File: config.mk
export PLATFORM = sky130hd
export DESIGN_NAME = lvdc_top
export DESIGN_NICKNAME = d
export VERILOG_FILES = /design/src/logic/lvdc_pkg.sv /design/src/logic/lvdc_sync.sv /design/src/logic/lvdc_top.sv
export VERILOG_INCLUDE_DIRS = /design/src /design/src/logic
export SDC_FILE = /design/constraint.sdc
export NUM_CORES = 1
export LEC_CHECK = 0
export ABC_AREA = 1
export BUFFER_PORTS_ARGS = -buffer_cell sky130_fd_sc_hd__buf_2
export CAP_MARGIN = 10
export CORE_MARGIN = 2
export CORE_UTILIZATION = 40
export DETAILED_ROUTE_END_ITERATION = 10
export HOLD_SLACK_MARGIN = 0.06
export PLACE_DENSITY = 0.78
export SETUP_SLACK_MARGIN = 0.3
export SLEW_MARGIN = 25
export SYNTH_ARGS = -nofsm -noshare
export SYNTH_HDL_FRONTEND = slang
export SYNTH_HIERARCHICAL = 1
export SYNTH_SLANG_ARGS = --single-unit
File: constraint.sdc
create_clock -name clk -period 2.3 [get_ports clk]
set_input_delay 0.23 -clock clk [delete_from_list [all_inputs] [get_ports clk]]
set_output_delay 0.23 -clock clk [all_outputs]
set_load 0.005 [all_outputs]
File: src/logic/lvdc_consts.svh
`ifndef LVDC_CONSTS_SVH
`define LVDC_CONSTS_SVH

`define LVDC_ADDR_DETECT    32'h4007D000
`define LVDC_ADDR_WARNING   32'h4007D001
`define LVDC_ADDR_REGULATOR 32'h4007D002

`define LVDC_RST_DETECT     8'h10
`define LVDC_RST_WARNING    8'h00
`define LVDC_RST_REGULATOR  8'h04

`define LVDC_BIT_FLAG       7
`define LVDC_BIT_CLEAR      6
`define LVDC_BIT_IRQ_EN     5
`define LVDC_BIT_RESET_EN   4
`define LVDC_BIT_ISO_ACK    3
`define LVDC_BIT_REG_ON     2
`define LVDC_SEL_HI         1
`define LVDC_SEL_LO         0

`define LVDC_TRIP_LOW       2'h0
`define LVDC_TRIP_HIGH      2'h1
`define LVDC_SEL_RESET      2'h0

`endif

File: src/logic/lvdc_pkg.sv
package lvdc_pkg;

  // power mode reported by the mode controller
  typedef enum logic [1:0]
  {
    LVDC_MODE_RUN,
    LVDC_MODE_VLP,
    LVDC_MODE_LLS,
    LVDC_MODE_VLLS
  } lvdc_mode_t;

  // why the pins are currently held
  typedef enum logic [1:0]
  {
    LVDC_HOLD_NONE,
    LVDC_HOLD_LLS,
    LVDC_HOLD_VLLS
  } lvdc_hold_t;

endpackage : lvdc_pkg

File: src/logic/lvdc_sync.sv
`timescale 1ns/10ps
`default_nettype none

module lvdc_sync
#(
  parameter int WIDTH = 2
)
(
  input  wire logic             clk,
  input  wire logic [WIDTH-1:0] async_in,
  output logic      [WIDTH-1:0] sync_out
);

  logic [WIDTH-1:0] meta_reg;

  // no reset: comparator levels are simply resampled after reset
  always_ff @(posedge clk)
  begin
    meta_reg <= async_in;
    sync_out <= meta_reg;
  end

endmodule : lvdc_sync

`default_nettype wire

File: src/logic/lvdc_top.sv
`timescale 1ns/10ps
`default_nettype none
`include "lvdc_consts.svh"

module lvdc_top
  import lvdc_pkg::*;
(
  input  wire logic        clk,
  input  wire logic        rst,
  input  wire logic        por_rst,
  input  wire logic        reg_en,
  input  wire logic        reg_wr,
  input  wire logic [31:0] reg_addr,
  input  wire logic [7:0]  reg_wdata,
  input  wire logic        reg_supervisor,
  input  wire logic        below_detect_raw,
  input  wire logic        below_warning_raw,
  input  wire logic        regulator_run_raw,
  input  wire lvdc_mode_t  power_mode,
  output logic             reg_ack,
  output logic [7:0]       reg_rdata,
  output logic             reg_bus_error,
  output logic             detect_trip_high,
  output logic [1:0]       warning_level,
  output logic             detect_irq,
  output logic             warning_irq,
  output logic             chip_reset_req,
  output logic             reset_cause_low_supply,
  output logic             io_hold
);

  // comparator and regulator levels come from analog, another domain
  logic [2:0] sync_levels;

  lvdc_sync #(.WIDTH(3)) u_sync
  (
    .clk      (clk),
    .async_in ({regulator_run_raw, below_warning_raw, below_detect_raw}),
    .sync_out (sync_levels)
  );

  wire below_detect  = sync_levels[0];
  wire below_warning = sync_levels[1];
  wire regulator_run = sync_levels[2];

  // control state
  logic       detect_flag_reg;
  logic       detect_irq_enable_reg;
  logic       detect_reset_enable_reg;
  logic       reset_enable_written_reg;
  logic [1:0] detect_trip_select_reg;
  logic       warning_flag_reg;
  logic       warning_irq_enable_reg;
  logic [1:0] warning_trip_select_reg;
  lvdc_hold_t hold_reg;

  // reset image of the detect register, sliced per bit below
  wire [7:0] rst_detect = `LVDC_RST_DETECT;

  // acknowledge only counts once the comparator has let go
  function automatic logic ack_clear
  (
    input logic       wr,
    input logic [7:0] data,
    input logic       below
  );
    ack_clear = wr && data[`LVDC_BIT_CLEAR] && !below;
  endfunction : ack_clear

  // level flag: the set side wins over a same-cycle clear
  function automatic logic flag_update
  (
    input logic set,
    input logic cur,
    input logic clr
  );
    flag_update = set || (cur && !clr);
  endfunction : flag_update

  // write-enable mux shared by the reset and interrupt enable bits
  function automatic logic bit_update
  (
    input logic wr,
    input logic val,
    input logic cur
  );
    bit_update = wr ? val : cur;
  endfunction : bit_update

  // bus decode
  wire hit_detect  = (reg_addr == `LVDC_ADDR_DETECT);
  wire hit_warning = (reg_addr == `LVDC_ADDR_WARNING);
  wire hit_reg     = (reg_addr == `LVDC_ADDR_REGULATOR);
  wire wr_any      = reg_en && reg_wr;
  wire wr_ok       = wr_any && reg_supervisor;
  wire wr_user     = wr_any && !reg_supervisor;
  wire wr_detect   = wr_ok && hit_detect;
  wire wr_warning  = wr_ok && hit_warning;
  wire wr_regul    = wr_ok && hit_reg;

  wire detect_on = (power_mode == LVDC_MODE_RUN);

  wire detect_set   = detect_on && below_detect;
  wire detect_clr   = ack_clear(wr_detect, reg_wdata, below_detect);
  wire warning_set  = detect_on && below_warning;
  wire warning_clr  = ack_clear(wr_warning, reg_wdata, below_warning);

  wire detect_flag_next  = flag_update(detect_set, detect_flag_reg, detect_clr);
  wire warning_flag_next = flag_update(warning_set, warning_flag_reg, warning_clr);

  wire re_write = wr_detect && !reset_enable_written_reg;
  wire detect_reset_enable_next = bit_update(re_write,
                                             reg_wdata[`LVDC_BIT_RESET_EN],
                                             detect_reset_enable_reg);
  wire detect_irq_enable_next   = bit_update(wr_detect,
                                             reg_wdata[`LVDC_BIT_IRQ_EN],
                                             detect_irq_enable_reg);
  wire warning_irq_enable_next  = bit_update(wr_warning,
                                             reg_wdata[`LVDC_BIT_IRQ_EN],
                                             warning_irq_enable_reg);

  // request reset; held while supply stays below, rst does not cut it
  // next enable, so request and interrupt never overlap on the first write
  wire chip_reset_req_next = detect_reset_enable_next && detect_set;

  // interrupt only when reset path is off; level flag and enable
  wire detect_irq_next  = detect_flag_next && detect_irq_enable_next
                          && !detect_reset_enable_next;
  // warning interrupt; level flag and enable
  wire warning_irq_next = warning_flag_next && warning_irq_enable_next;

  wire iso_ack = wr_regul && reg_wdata[`LVDC_BIT_ISO_ACK];
  lvdc_hold_t hold_next;
  always_comb
  begin
    hold_next = hold_reg;
    case (hold_reg)
      LVDC_HOLD_NONE:
      begin
        if (power_mode == LVDC_MODE_LLS)
          hold_next = LVDC_HOLD_LLS;
        else if (power_mode == LVDC_MODE_VLLS)
          hold_next = LVDC_HOLD_VLLS;
      end
      LVDC_HOLD_LLS:
      begin
        if (power_mode != LVDC_MODE_LLS)
          hold_next = LVDC_HOLD_NONE;
      end
      LVDC_HOLD_VLLS:
      begin
        if (power_mode != LVDC_MODE_VLLS && iso_ack)
          hold_next = LVDC_HOLD_NONE;
      end
      default:
        hold_next = LVDC_HOLD_NONE;
    endcase
  end

  // read data; clear bits read zero; layout
  wire [7:0] rd_detect = {detect_flag_reg, 1'b0, detect_irq_enable_reg,
                          detect_reset_enable_reg, 2'h0, detect_trip_select_reg};
  wire [7:0] rd_warning = {warning_flag_reg, 1'b0, warning_irq_enable_reg,
                           3'h0, warning_trip_select_reg};
  wire       holding_vlls = (hold_reg == LVDC_HOLD_VLLS);
  wire [7:0] rd_regul = {4'h0, holding_vlls, regulator_run, 2'h0};
  wire [7:0] rd_mux = hit_detect  ? rd_detect  :
                      hit_warning ? rd_warning :
                      hit_reg     ? rd_regul   : 8'h00;

  wire       detect_trip_high_next = (detect_trip_select_reg == `LVDC_TRIP_HIGH);

  // trip selects survive every reset but power-on
  always_ff @(posedge clk)
  begin
    if (por_rst)
    begin
      detect_trip_select_reg  <= `LVDC_SEL_RESET;
      warning_trip_select_reg <= `LVDC_SEL_RESET;
      detect_trip_high        <= 1'b0;
      warning_level           <= `LVDC_SEL_RESET;
    end
    else
    begin
      if (wr_detect)
        detect_trip_select_reg <= reg_wdata[`LVDC_SEL_HI:`LVDC_SEL_LO];
      if (wr_warning)
        warning_trip_select_reg <= reg_wdata[`LVDC_SEL_HI:`LVDC_SEL_LO];
      detect_trip_high <= detect_trip_high_next;
      warning_level    <= warning_trip_select_reg;
    end
  end

  always_ff @(posedge clk)
  begin
    if (por_rst || rst)
    begin
      detect_flag_reg          <= rst_detect[`LVDC_BIT_FLAG];
      detect_irq_enable_reg    <= rst_detect[`LVDC_BIT_IRQ_EN];
      detect_reset_enable_reg  <= rst_detect[`LVDC_BIT_RESET_EN];
      reset_enable_written_reg <= 1'b0;
      warning_flag_reg         <= 1'b0;
      warning_irq_enable_reg   <= 1'b0;
      detect_irq               <= 1'b0;
      warning_irq              <= 1'b0;
    end
    else
    begin
      detect_flag_reg          <= detect_flag_next;
      detect_irq_enable_reg    <= detect_irq_enable_next;
      detect_reset_enable_reg  <= detect_reset_enable_next;
      reset_enable_written_reg <= reset_enable_written_reg || wr_detect;
      warning_flag_reg         <= warning_flag_next;
      warning_irq_enable_reg   <= warning_irq_enable_next;
      detect_irq               <= detect_irq_next;
      warning_irq              <= warning_irq_next;
    end
  end

  // reset request and its cause live through the reset they start
  always_ff @(posedge clk)
  begin
    if (por_rst)
    begin
      chip_reset_req         <= 1'b0;
      reset_cause_low_supply <= 1'b1;
    end
    else
    begin
      chip_reset_req <= chip_reset_req_next;
      if (chip_reset_req)
        reset_cause_low_supply <= 1'b1;
      else if (rst)
        reset_cause_low_supply <= 1'b0;
    end
  end

  // pin hold: a reset-pin exit arrives as rst and releases
  always_ff @(posedge clk)
  begin
    if (por_rst || rst)
    begin
      hold_reg <= LVDC_HOLD_NONE;
      io_hold  <= 1'b0;
    end
    else
    begin
      hold_reg <= hold_next;
      io_hold  <= (hold_next != LVDC_HOLD_NONE);
    end
  end

  // bus answer one cycle after the request
  always_ff @(posedge clk)
  begin
    if (por_rst || rst)
    begin
      reg_ack       <= 1'b0;
      reg_rdata     <= 8'h00;
      reg_bus_error <= 1'b0;
    end
    else
    begin
      reg_ack       <= reg_en;
      reg_rdata     <= (reg_en && !reg_wr) ? rd_mux : 8'h00;
      reg_bus_error <= wr_user;
    end
  end

endmodule : lvdc_top

`default_nettype wire

Word level (Yosys, flattened, before mapping)
Cells that the tools add are included.

Output and inout port bits: 18. Word-level logic and storage cells: 87. Register bits after elaboration: 36.

Bitwise gates (word level): 2. Multiplexer cells: 11. Reductions and logical operators: 41. Eq/ne operators: 10.

Operator list (count): equality test 32 x 31 -> 1 bit, second input constant (3); logical AND 1 bit (22); two-way mux 8 bit (2); zero test 1 bit (8); two-way mux 2 bit (4); equality test 2 bit, second input constant (3); one-hot mux 2 bit (3 select lines) (1); OR reduction 5 bit (1); equality test 2 x 1 -> 1 bit, second input constant (2); zero test 2 bit (2); logical OR 1 bit (4); two-way mux 4 bit (1); != test 2 bit, second input constant (2); OR reduction 2 bit (2); OR reduction 4 bit (1); two-way mux 1 bit (3); NOT 1 bit (2); nonzero test 2 bit (1).

Longest topological paths before layout
Gate-level depths: netlist of run 1.

Word-level depth: 10. Mapped depth: 12. Gate-level depth less buffers: 11.

Cells and area by module
Netlist of run 1, hierarchy kept.

By module, submodules not included: lvdc_top (seq. area each 580.6 µm², area an instance 1358.8 µm², times used 1, cells each 202); lvdc_sync (seq. area each 120.1 µm², area an instance 120.1 µm², times used 1, cells each 6).

Worst setup path before layout of run 1
Ideal clock, no wire load.

Path type: input to register. Start point: input port reg_addr[11]. End point: register detect_irq. Arrival: 1.138 ns. Cell stages on the path: 11. Library setup time: 0.113 ns. Setup slack: 1.049 ns. Path buffers: 1. Data required time: 2.187 ns. Path through: nor2_1 > nand2_1 > nor2_4 > nand2_2 > nor2_2 > buf_6 > nand3_1 > nand2_1 > nand2_2 > nand2_1 > nor2_2.

Cells in the longest elaborated chain, start to end: 9.

RTL lines: start: declaration (RTL line lvdc_top.sv:13) `input wire logic [31:0] reg_addr,`; equality test 32 x 31 -> 1 bit (no source line) (*); logical AND 1 bit (*) (RTL line lvdc_top.sv:97) `wire wr_detect = wr_ok && hit_detect;`; logical AND 1 bit (2 in a row) (RTL line lvdc_top.sv:67) `` ack_clear = wr && data[`LVDC_BIT_CLEAR] && !below; ``; zero test 1 bit (RTL line lvdc_top.sv:77) `flag_update = set || (cur && !clr);`; logical AND 1 bit (RTL line lvdc_top.sv:77); logical OR 1 bit (RTL line lvdc_top.sv:77); logical AND 1 bit (RTL line lvdc_top.sv:127) `wire detect_irq_next = detect_flag_next && detect_irq_enable_next`; logical AND 1 bit (*) (RTL line lvdc_top.sv:128) `&& !detect_reset_enable_next;`; end signal: assignment (RTL line lvdc_top.sv:215) `detect_irq <= detect_irq_next;`; end: declaration (RTL line lvdc_top.sv:25) `output logic detect_irq,`.

Mark *: on every way between the ends. The rest lies on a longest branch, timed or not. A chain may end at the register's enable or synchronous reset.

Final worst setup path of run 1
Start point: input port reg_addr[25]. End point: register detect_irq.

The elaborated chain is that of the path after synthesis.

==> metrics.csv, run 1 <==
metric,value,unit
top cell type's share of synthesized area,0.474,
Iteration-0 DRC Markers,51,
reg2reg start,u_sync/sync_out[0]$_DFF_P_,
register area share after synthesis,0.474,
core area,0.00361,mm²
commonest cells in the netlist,"nor2_1 (44), nand2_1 (40), dfxtp_1 (35)",
Antenna diodes,0,
worst-skew pair later-pin latency,0.29,ns
Cell Count Post-Placement,319,
Max VDD drop,0.000343,V
RSZ-0062 raised after global routing,false,
max reg flops,7,
CTS sink count,35,
worst-case reg-to-reg path depth,6,
HP Class,primary input to flip-flop,
die area,0.00420,mm²
clk buf depth,2,
worst path cell trace,buf_2 > nor2_1 > nand2_1 > nor2_1 > nand2_2 > nor2_2 > buf_4 > nand3_1 > nand2_1 > nand2_1 > nand2_1 > nor2_2,
hold path start,reg_supervisor,
syn_nets,259,
synthesis-stage register bit count,35,
Area growth syn-to-layout,32.7,%
max cap viols,0,
CTS tree,done,
Vias/cell,4.36,
Routed Antenna Nets,0,
largest net degree at the start of global routing,12,
Fin. Hold Viols,0,
CP arrival,1.54,ns
startpoint types,primary input,
Worst path slowest cell,nor2_2,
Synth async-reset ratio,0,
fin crit share,0.585,
"area leader, netlist",dfxtp_1,
min cycle time layout,1.35,ns
synthesized cell area,0.00148,mm²
"Remaining Overflow, GRT",0,
Leak Pwr,1.00,nW
top post-synthesis cells by area,"dfxtp_1 (47%), nor2_1 (11%), nand2_1 (10%)",
RR Endpoint,detect_irq$_SDFF_PP0_,
Layout Skew,0.00410,ns
drt drc,0,
drt wl/cell,9.29,µm
Die Ht,64.8,µm
multi-input combinational cell area,619,µm²
RD Place Congestion,0.808,
vias in the first global route,1330,
CP Max Fanout,7,
CTS HTree Levels,2,
"Cell Count, Final, Fillers Out",330,
Register Area,701,µm²
final setup vio count,0,
drt total wl,3070,µm
clock buffer count from CTS,5,
DPL Wire Length,2450,µm
buffer and inverter count on the worst path,2,
Synth warnings,6,
CP most frequent cell,nand2_1,
num ports,69,
# port buffers,65,
Place WS,0.658,ns
WHS Endpoint,reg_bus_error$_SDFF_PP0_,
num rows,22,
Final Util,0.544,
postcts setup bufs,0,
global-route wire length before repair,5250,µm
Mean Syn Cell Area,7.11,µm²
CP top delay family,simple AND/OR/NAND/NOR gates,
Initial Util,0.410,
"Primary FF master, synth",dfxtp_1,
CP peak stage delay,0.25,ns
Final WS setup,0.955,ns
Via Count,1439,
Slew Limit Fails,0,
Syn Inst Count,208,
Setup CP Type,primary input to flip-flop,
# fillers,351,
hold depth,2,
Max Fclk,0.743,GHz
"Reg clk slew, reported paths",0.07,ns
die width,64.8,µm
fin area,0.00196,mm²
"Req. time, crit path",2.49,ns
status,"complete, no violations",
most frequent cell after synthesis,nor2_1,
R2R Setup Slk,1.43,ns
Fin Setup TNS,0,ns
Post-synth EDFFs,0,
crit path capture type,flip-flop,
share of layout cells above drive strength 1,0.305,
initial antenna violation count,0,
layout net count,332,
synth unique cells,24,
PD cells,587,mW/mm²
post-place instance area,0.00185,mm²
number of iterations in the first detailed-routing pass,4,
clk root buf,clkbuf_8,
GRT Resource Usage Total,0.169,
## final cells by class
| type | instances | area share |
|---|---|---|
| inverters | 36 | 0.0688 |
| clock inverters | 2 | 0.00637 |
| repair buffers | 69 | 0.185 |
| clock buffers | 6 | 0.0370 |
| well taps | 48 | 0.0306 |
| multi-input cells | 134 | 0.315 |
| flip-flops and latches | 35 | 0.357 |
## where the power goes
group / switching [mW] / total (mW) / internal (mW) / leakage [nW]
Clock: 0.218 / 0.430 / 0.211 / 0.0412
Combinational: 0.0514 / 0.102 / 0.0504 / 0.675
Sequential: 0.00364 / 0.621 / 0.617 / 0.285
Total: 0.273 / 1.15 / 0.879 / 1.00
## through the flow
stage               hold WS, ns  total power, mW
global placement          0.310            0.731
detailed placement        0.315            0.734
finish                    0.112             1.15
CTS                       0.104             1.17
global route             0.0963             1.21
floorplan                 0.258            0.677
## metal layers
metal  routed length [µm]  vias to the layer above  global-route usage
met5                    0                        -                   0
met4                  108                        0               0.106
met3                  201                       10              0.0781
met2                 1440                       36               0.273
met1                 1310                      611               0.175
li1                     -                      782                   -
## placed cells by master, fill, tap and decap left out, drive strengths merged, types with 2 or more instances in the layout
| master | instances |
|---|---|
| a21oi | 7 |
| buf | 66 |
| clkbuf | 6 |
| clkinv | 2 |
| dfxtp | 35 |
| dlygate4sd3 | 3 |
| inv | 35 |
| nand2 | 45 |
| nand3 | 14 |
| nand4 | 4 |
| nor2 | 50 |
| nor3 | 3 |
| nor3b | 2 |
| nor4 | 3 |
| o21ai | 2 |
## repair_timing
item                                   in CTS  in global routing
gates resized for setup                     0                  0
setup endpoints to repair                   0                  0
endpoints found under the hold margin       3                  0
hold buffers                                3                  0
## logic make-up (layout without fill, tap and decap cells)
family | after synthesis | after routing | share of synthesized area
other | 1 | 1 | 0.00254
and+or+nand+nor | 122 | 122 | 0.376
AOI/OAI and AO/OA | 11 | 11 | 0.0398
buffers and inverters | 39 | 113 | 0.107
DFF | 35 | 35 | 0.474
## worst max path at each step
stage,cells past startpoint,endpoint,start,slack (ns)
CTS,12,detect_irq$_SDFF_PP0_,reg_addr[25],0.97
detailed placement,12,detect_irq$_SDFF_PP0_,reg_addr[25],0.66
global placement,12,detect_irq$_SDFF_PP0_,reg_addr[11],0.68
finish,12,detect_irq$_SDFF_PP0_,reg_addr[25],0.95
floorplan,11,detect_irq$_SDFF_PP0_,reg_addr[11],1.05
global route,12,detect_irq$_SDFF_PP0_,reg_addr[29],0.77
Note: power is estimated with default switching activity, not from simulation.
==> inputs of run 2 (changes only) <==
- clock period: 2.3 -> 1.37 ns (I/O delays scaled with it)
==> metrics.csv, run 2 (same netlist as run 1, synthesis figures left out) <==
metric,value,unit
Max VDD drop,0.000680,V
Via Count,1541,
CTS sink count,35,
drt wl/cell,10.4,µm
Max Fclk,0.867,GHz
"Cell Count, Final, Fillers Out",345,
crit path capture type,flip-flop,
"Remaining Overflow, GRT",0,
drt drc,0,
Initial Util,0.410,
Antenna diodes,0,
fin crit share,0.842,
final hold slack,0.0816,ns
Fin Setup TNS,0,ns
clock buffer count from CTS,5,
CP arrival,1.34,ns
RD Place Congestion,0.796,
Layout Skew,0.00353,ns
hold path start,power_mode[0],
Fin. Hold Viols,0,
Vias/cell,4.47,
Die Ht,64.8,µm
worst-skew pair later-pin latency,0.29,ns
met3 wire len,210,µm
clk buf depth,2,
fin area,0.00228,mm²
layout net count,347,
Area growth syn-to-layout,53.9,%
reg2reg start,u_sync/sync_out[0]$_DFF_P_,
max reg flops,7,
die width,64.8,µm
post-place instance area,0.00193,mm²
"Reg clk slew, reported paths",0.06,ns
CTS HTree Levels,2,
Final Util,0.631,
origin of the worst setup path,reg_addr[10],
largest net degree at the start of global routing,12,
Setup CP Type,primary input to flip-flop,
Leak Pwr,1.12,nW
total design power,2.34,mW
PD cells,1030,mW/mm²
number of iterations in the first detailed-routing pass,4,
share of layout cells above drive strength 1,0.424,
final setup vio count,0,
Place WS,-0.0329,ns
clk root buf,clkbuf_8,
highest metal used,met4,
die area,0.00420,mm²
startpoint types,primary input,
global-route wire length before repair,5300,µm
initial antenna violation count,0,
met2 wire length,1740,µm
most frequent cells in the layout,"buf_2 (60), dfxtp_1 (35), nand2_1 (33), nor2_1 (33), inv_1 (32)",
drt total wl,3590,µm
CP Max Fanout,6,
HP Class,primary input to flip-flop,
vias in the first global route,1313,
Routed Antenna Nets,0,
core area,0.00361,mm²
status,"complete, no violations",
Cell Count Post-Placement,329,
num rows,22,
Final WS setup,0.216,ns
GRT Resource Usage Total,0.167,
"most common cell after layout, fill and taps aside",buf_2,
CTS tree,done,
Slew Limit Fails,0,
# port buffers,65,
Iteration-0 DRC Markers,46,
Post-Route M1 WL,1520,µm
RSZ-0062 raised after global routing,true,
max cap viols,0,
min cycle time layout,1.15,ns
"Req. time, crit path",1.56,ns
DPL Wire Length,2510,µm
num ports,69,
==> run 2: cell types whose count changed in the layout (fill, tap and decap cells not counted), moves of 4 or more <==
cell	previous run	this run
buf_6	0	6
nor2_2	3	10
nand3_1	14	10
nor2_4	3	7
nand3_2	0	4
nand2_2	5	10
nor2_1	44	33
nand2_1	40	33
buf_2	65	60
buf_4	1	14
==> run 2: worst paths after layout <==
| kind | endpoint | slack, ns | cells after the start |
|---|---|---|---|
| min | hold_reg[0]$_SDFF_PP0_ | 0.08 | 2 |
| min reg2reg | u_sync/sync_out[2]$_DFF_P_ | 0.33 | 0 |
| max reg2reg | detect_irq$_SDFF_PP0_ | 0.44 | 6 |
| max | detect_irq$_SDFF_PP0_ | 0.22 | 11 |
==> run 2: area by class of cell <==
type | count | area, µm²
inverters | 36 | 135
well taps | 48 | 60.1
fillers | 303 | 1330
flip-flops and latches | 35 | 701
clock inverters | 2 | 60.1
repair buffers | 84 | 513
clock buffers | 6 | 72.6
multi-input cells | 134 | 734
==> run 2: what timing repair did <==
action                                  CTS  global route
setup buffers                             0             4
gates cloned                              0             0
endpoints found under the setup margin    4            17
hold buffers                              4             0
endpoints found under the hold margin     4             0
pin swaps                                 0            24
gates resized for setup                   2            37
==> run 2: critical path, stage by stage <==
cell and delay (ns):
buf_6 0.09, nor2_2 0.13, nand2_2 0.09, nor2_4 0.14, nand2_2 0.09, nor2_4 0.26, nand3_2 0.12, nand2_2 0.10
nand2_4 0.06, nand2_2 0.07, nor2_2 0.04
==> run 2: where the power goes <==
| part | switching (mW) | internal, mW | total (mW) | leakage (nW) |
|---|---|---|---|---|
| clock network | 0.352 | 0.727 | 1.08 | 0.0654 |
| logic | 0.109 | 0.114 | 0.223 | 0.771 |
| registers | 0.00582 | 1.04 | 1.04 | 0.285 |
| total | 0.467 | 1.88 | 2.34 | 1.12 |
==> run 2: per-layer routing <==
metal,vias up,track usage
met2,47,0.282
met1,673,0.189
met3,11,0.0556
met5,-,0
li1,810,-
met4,0,0.0798
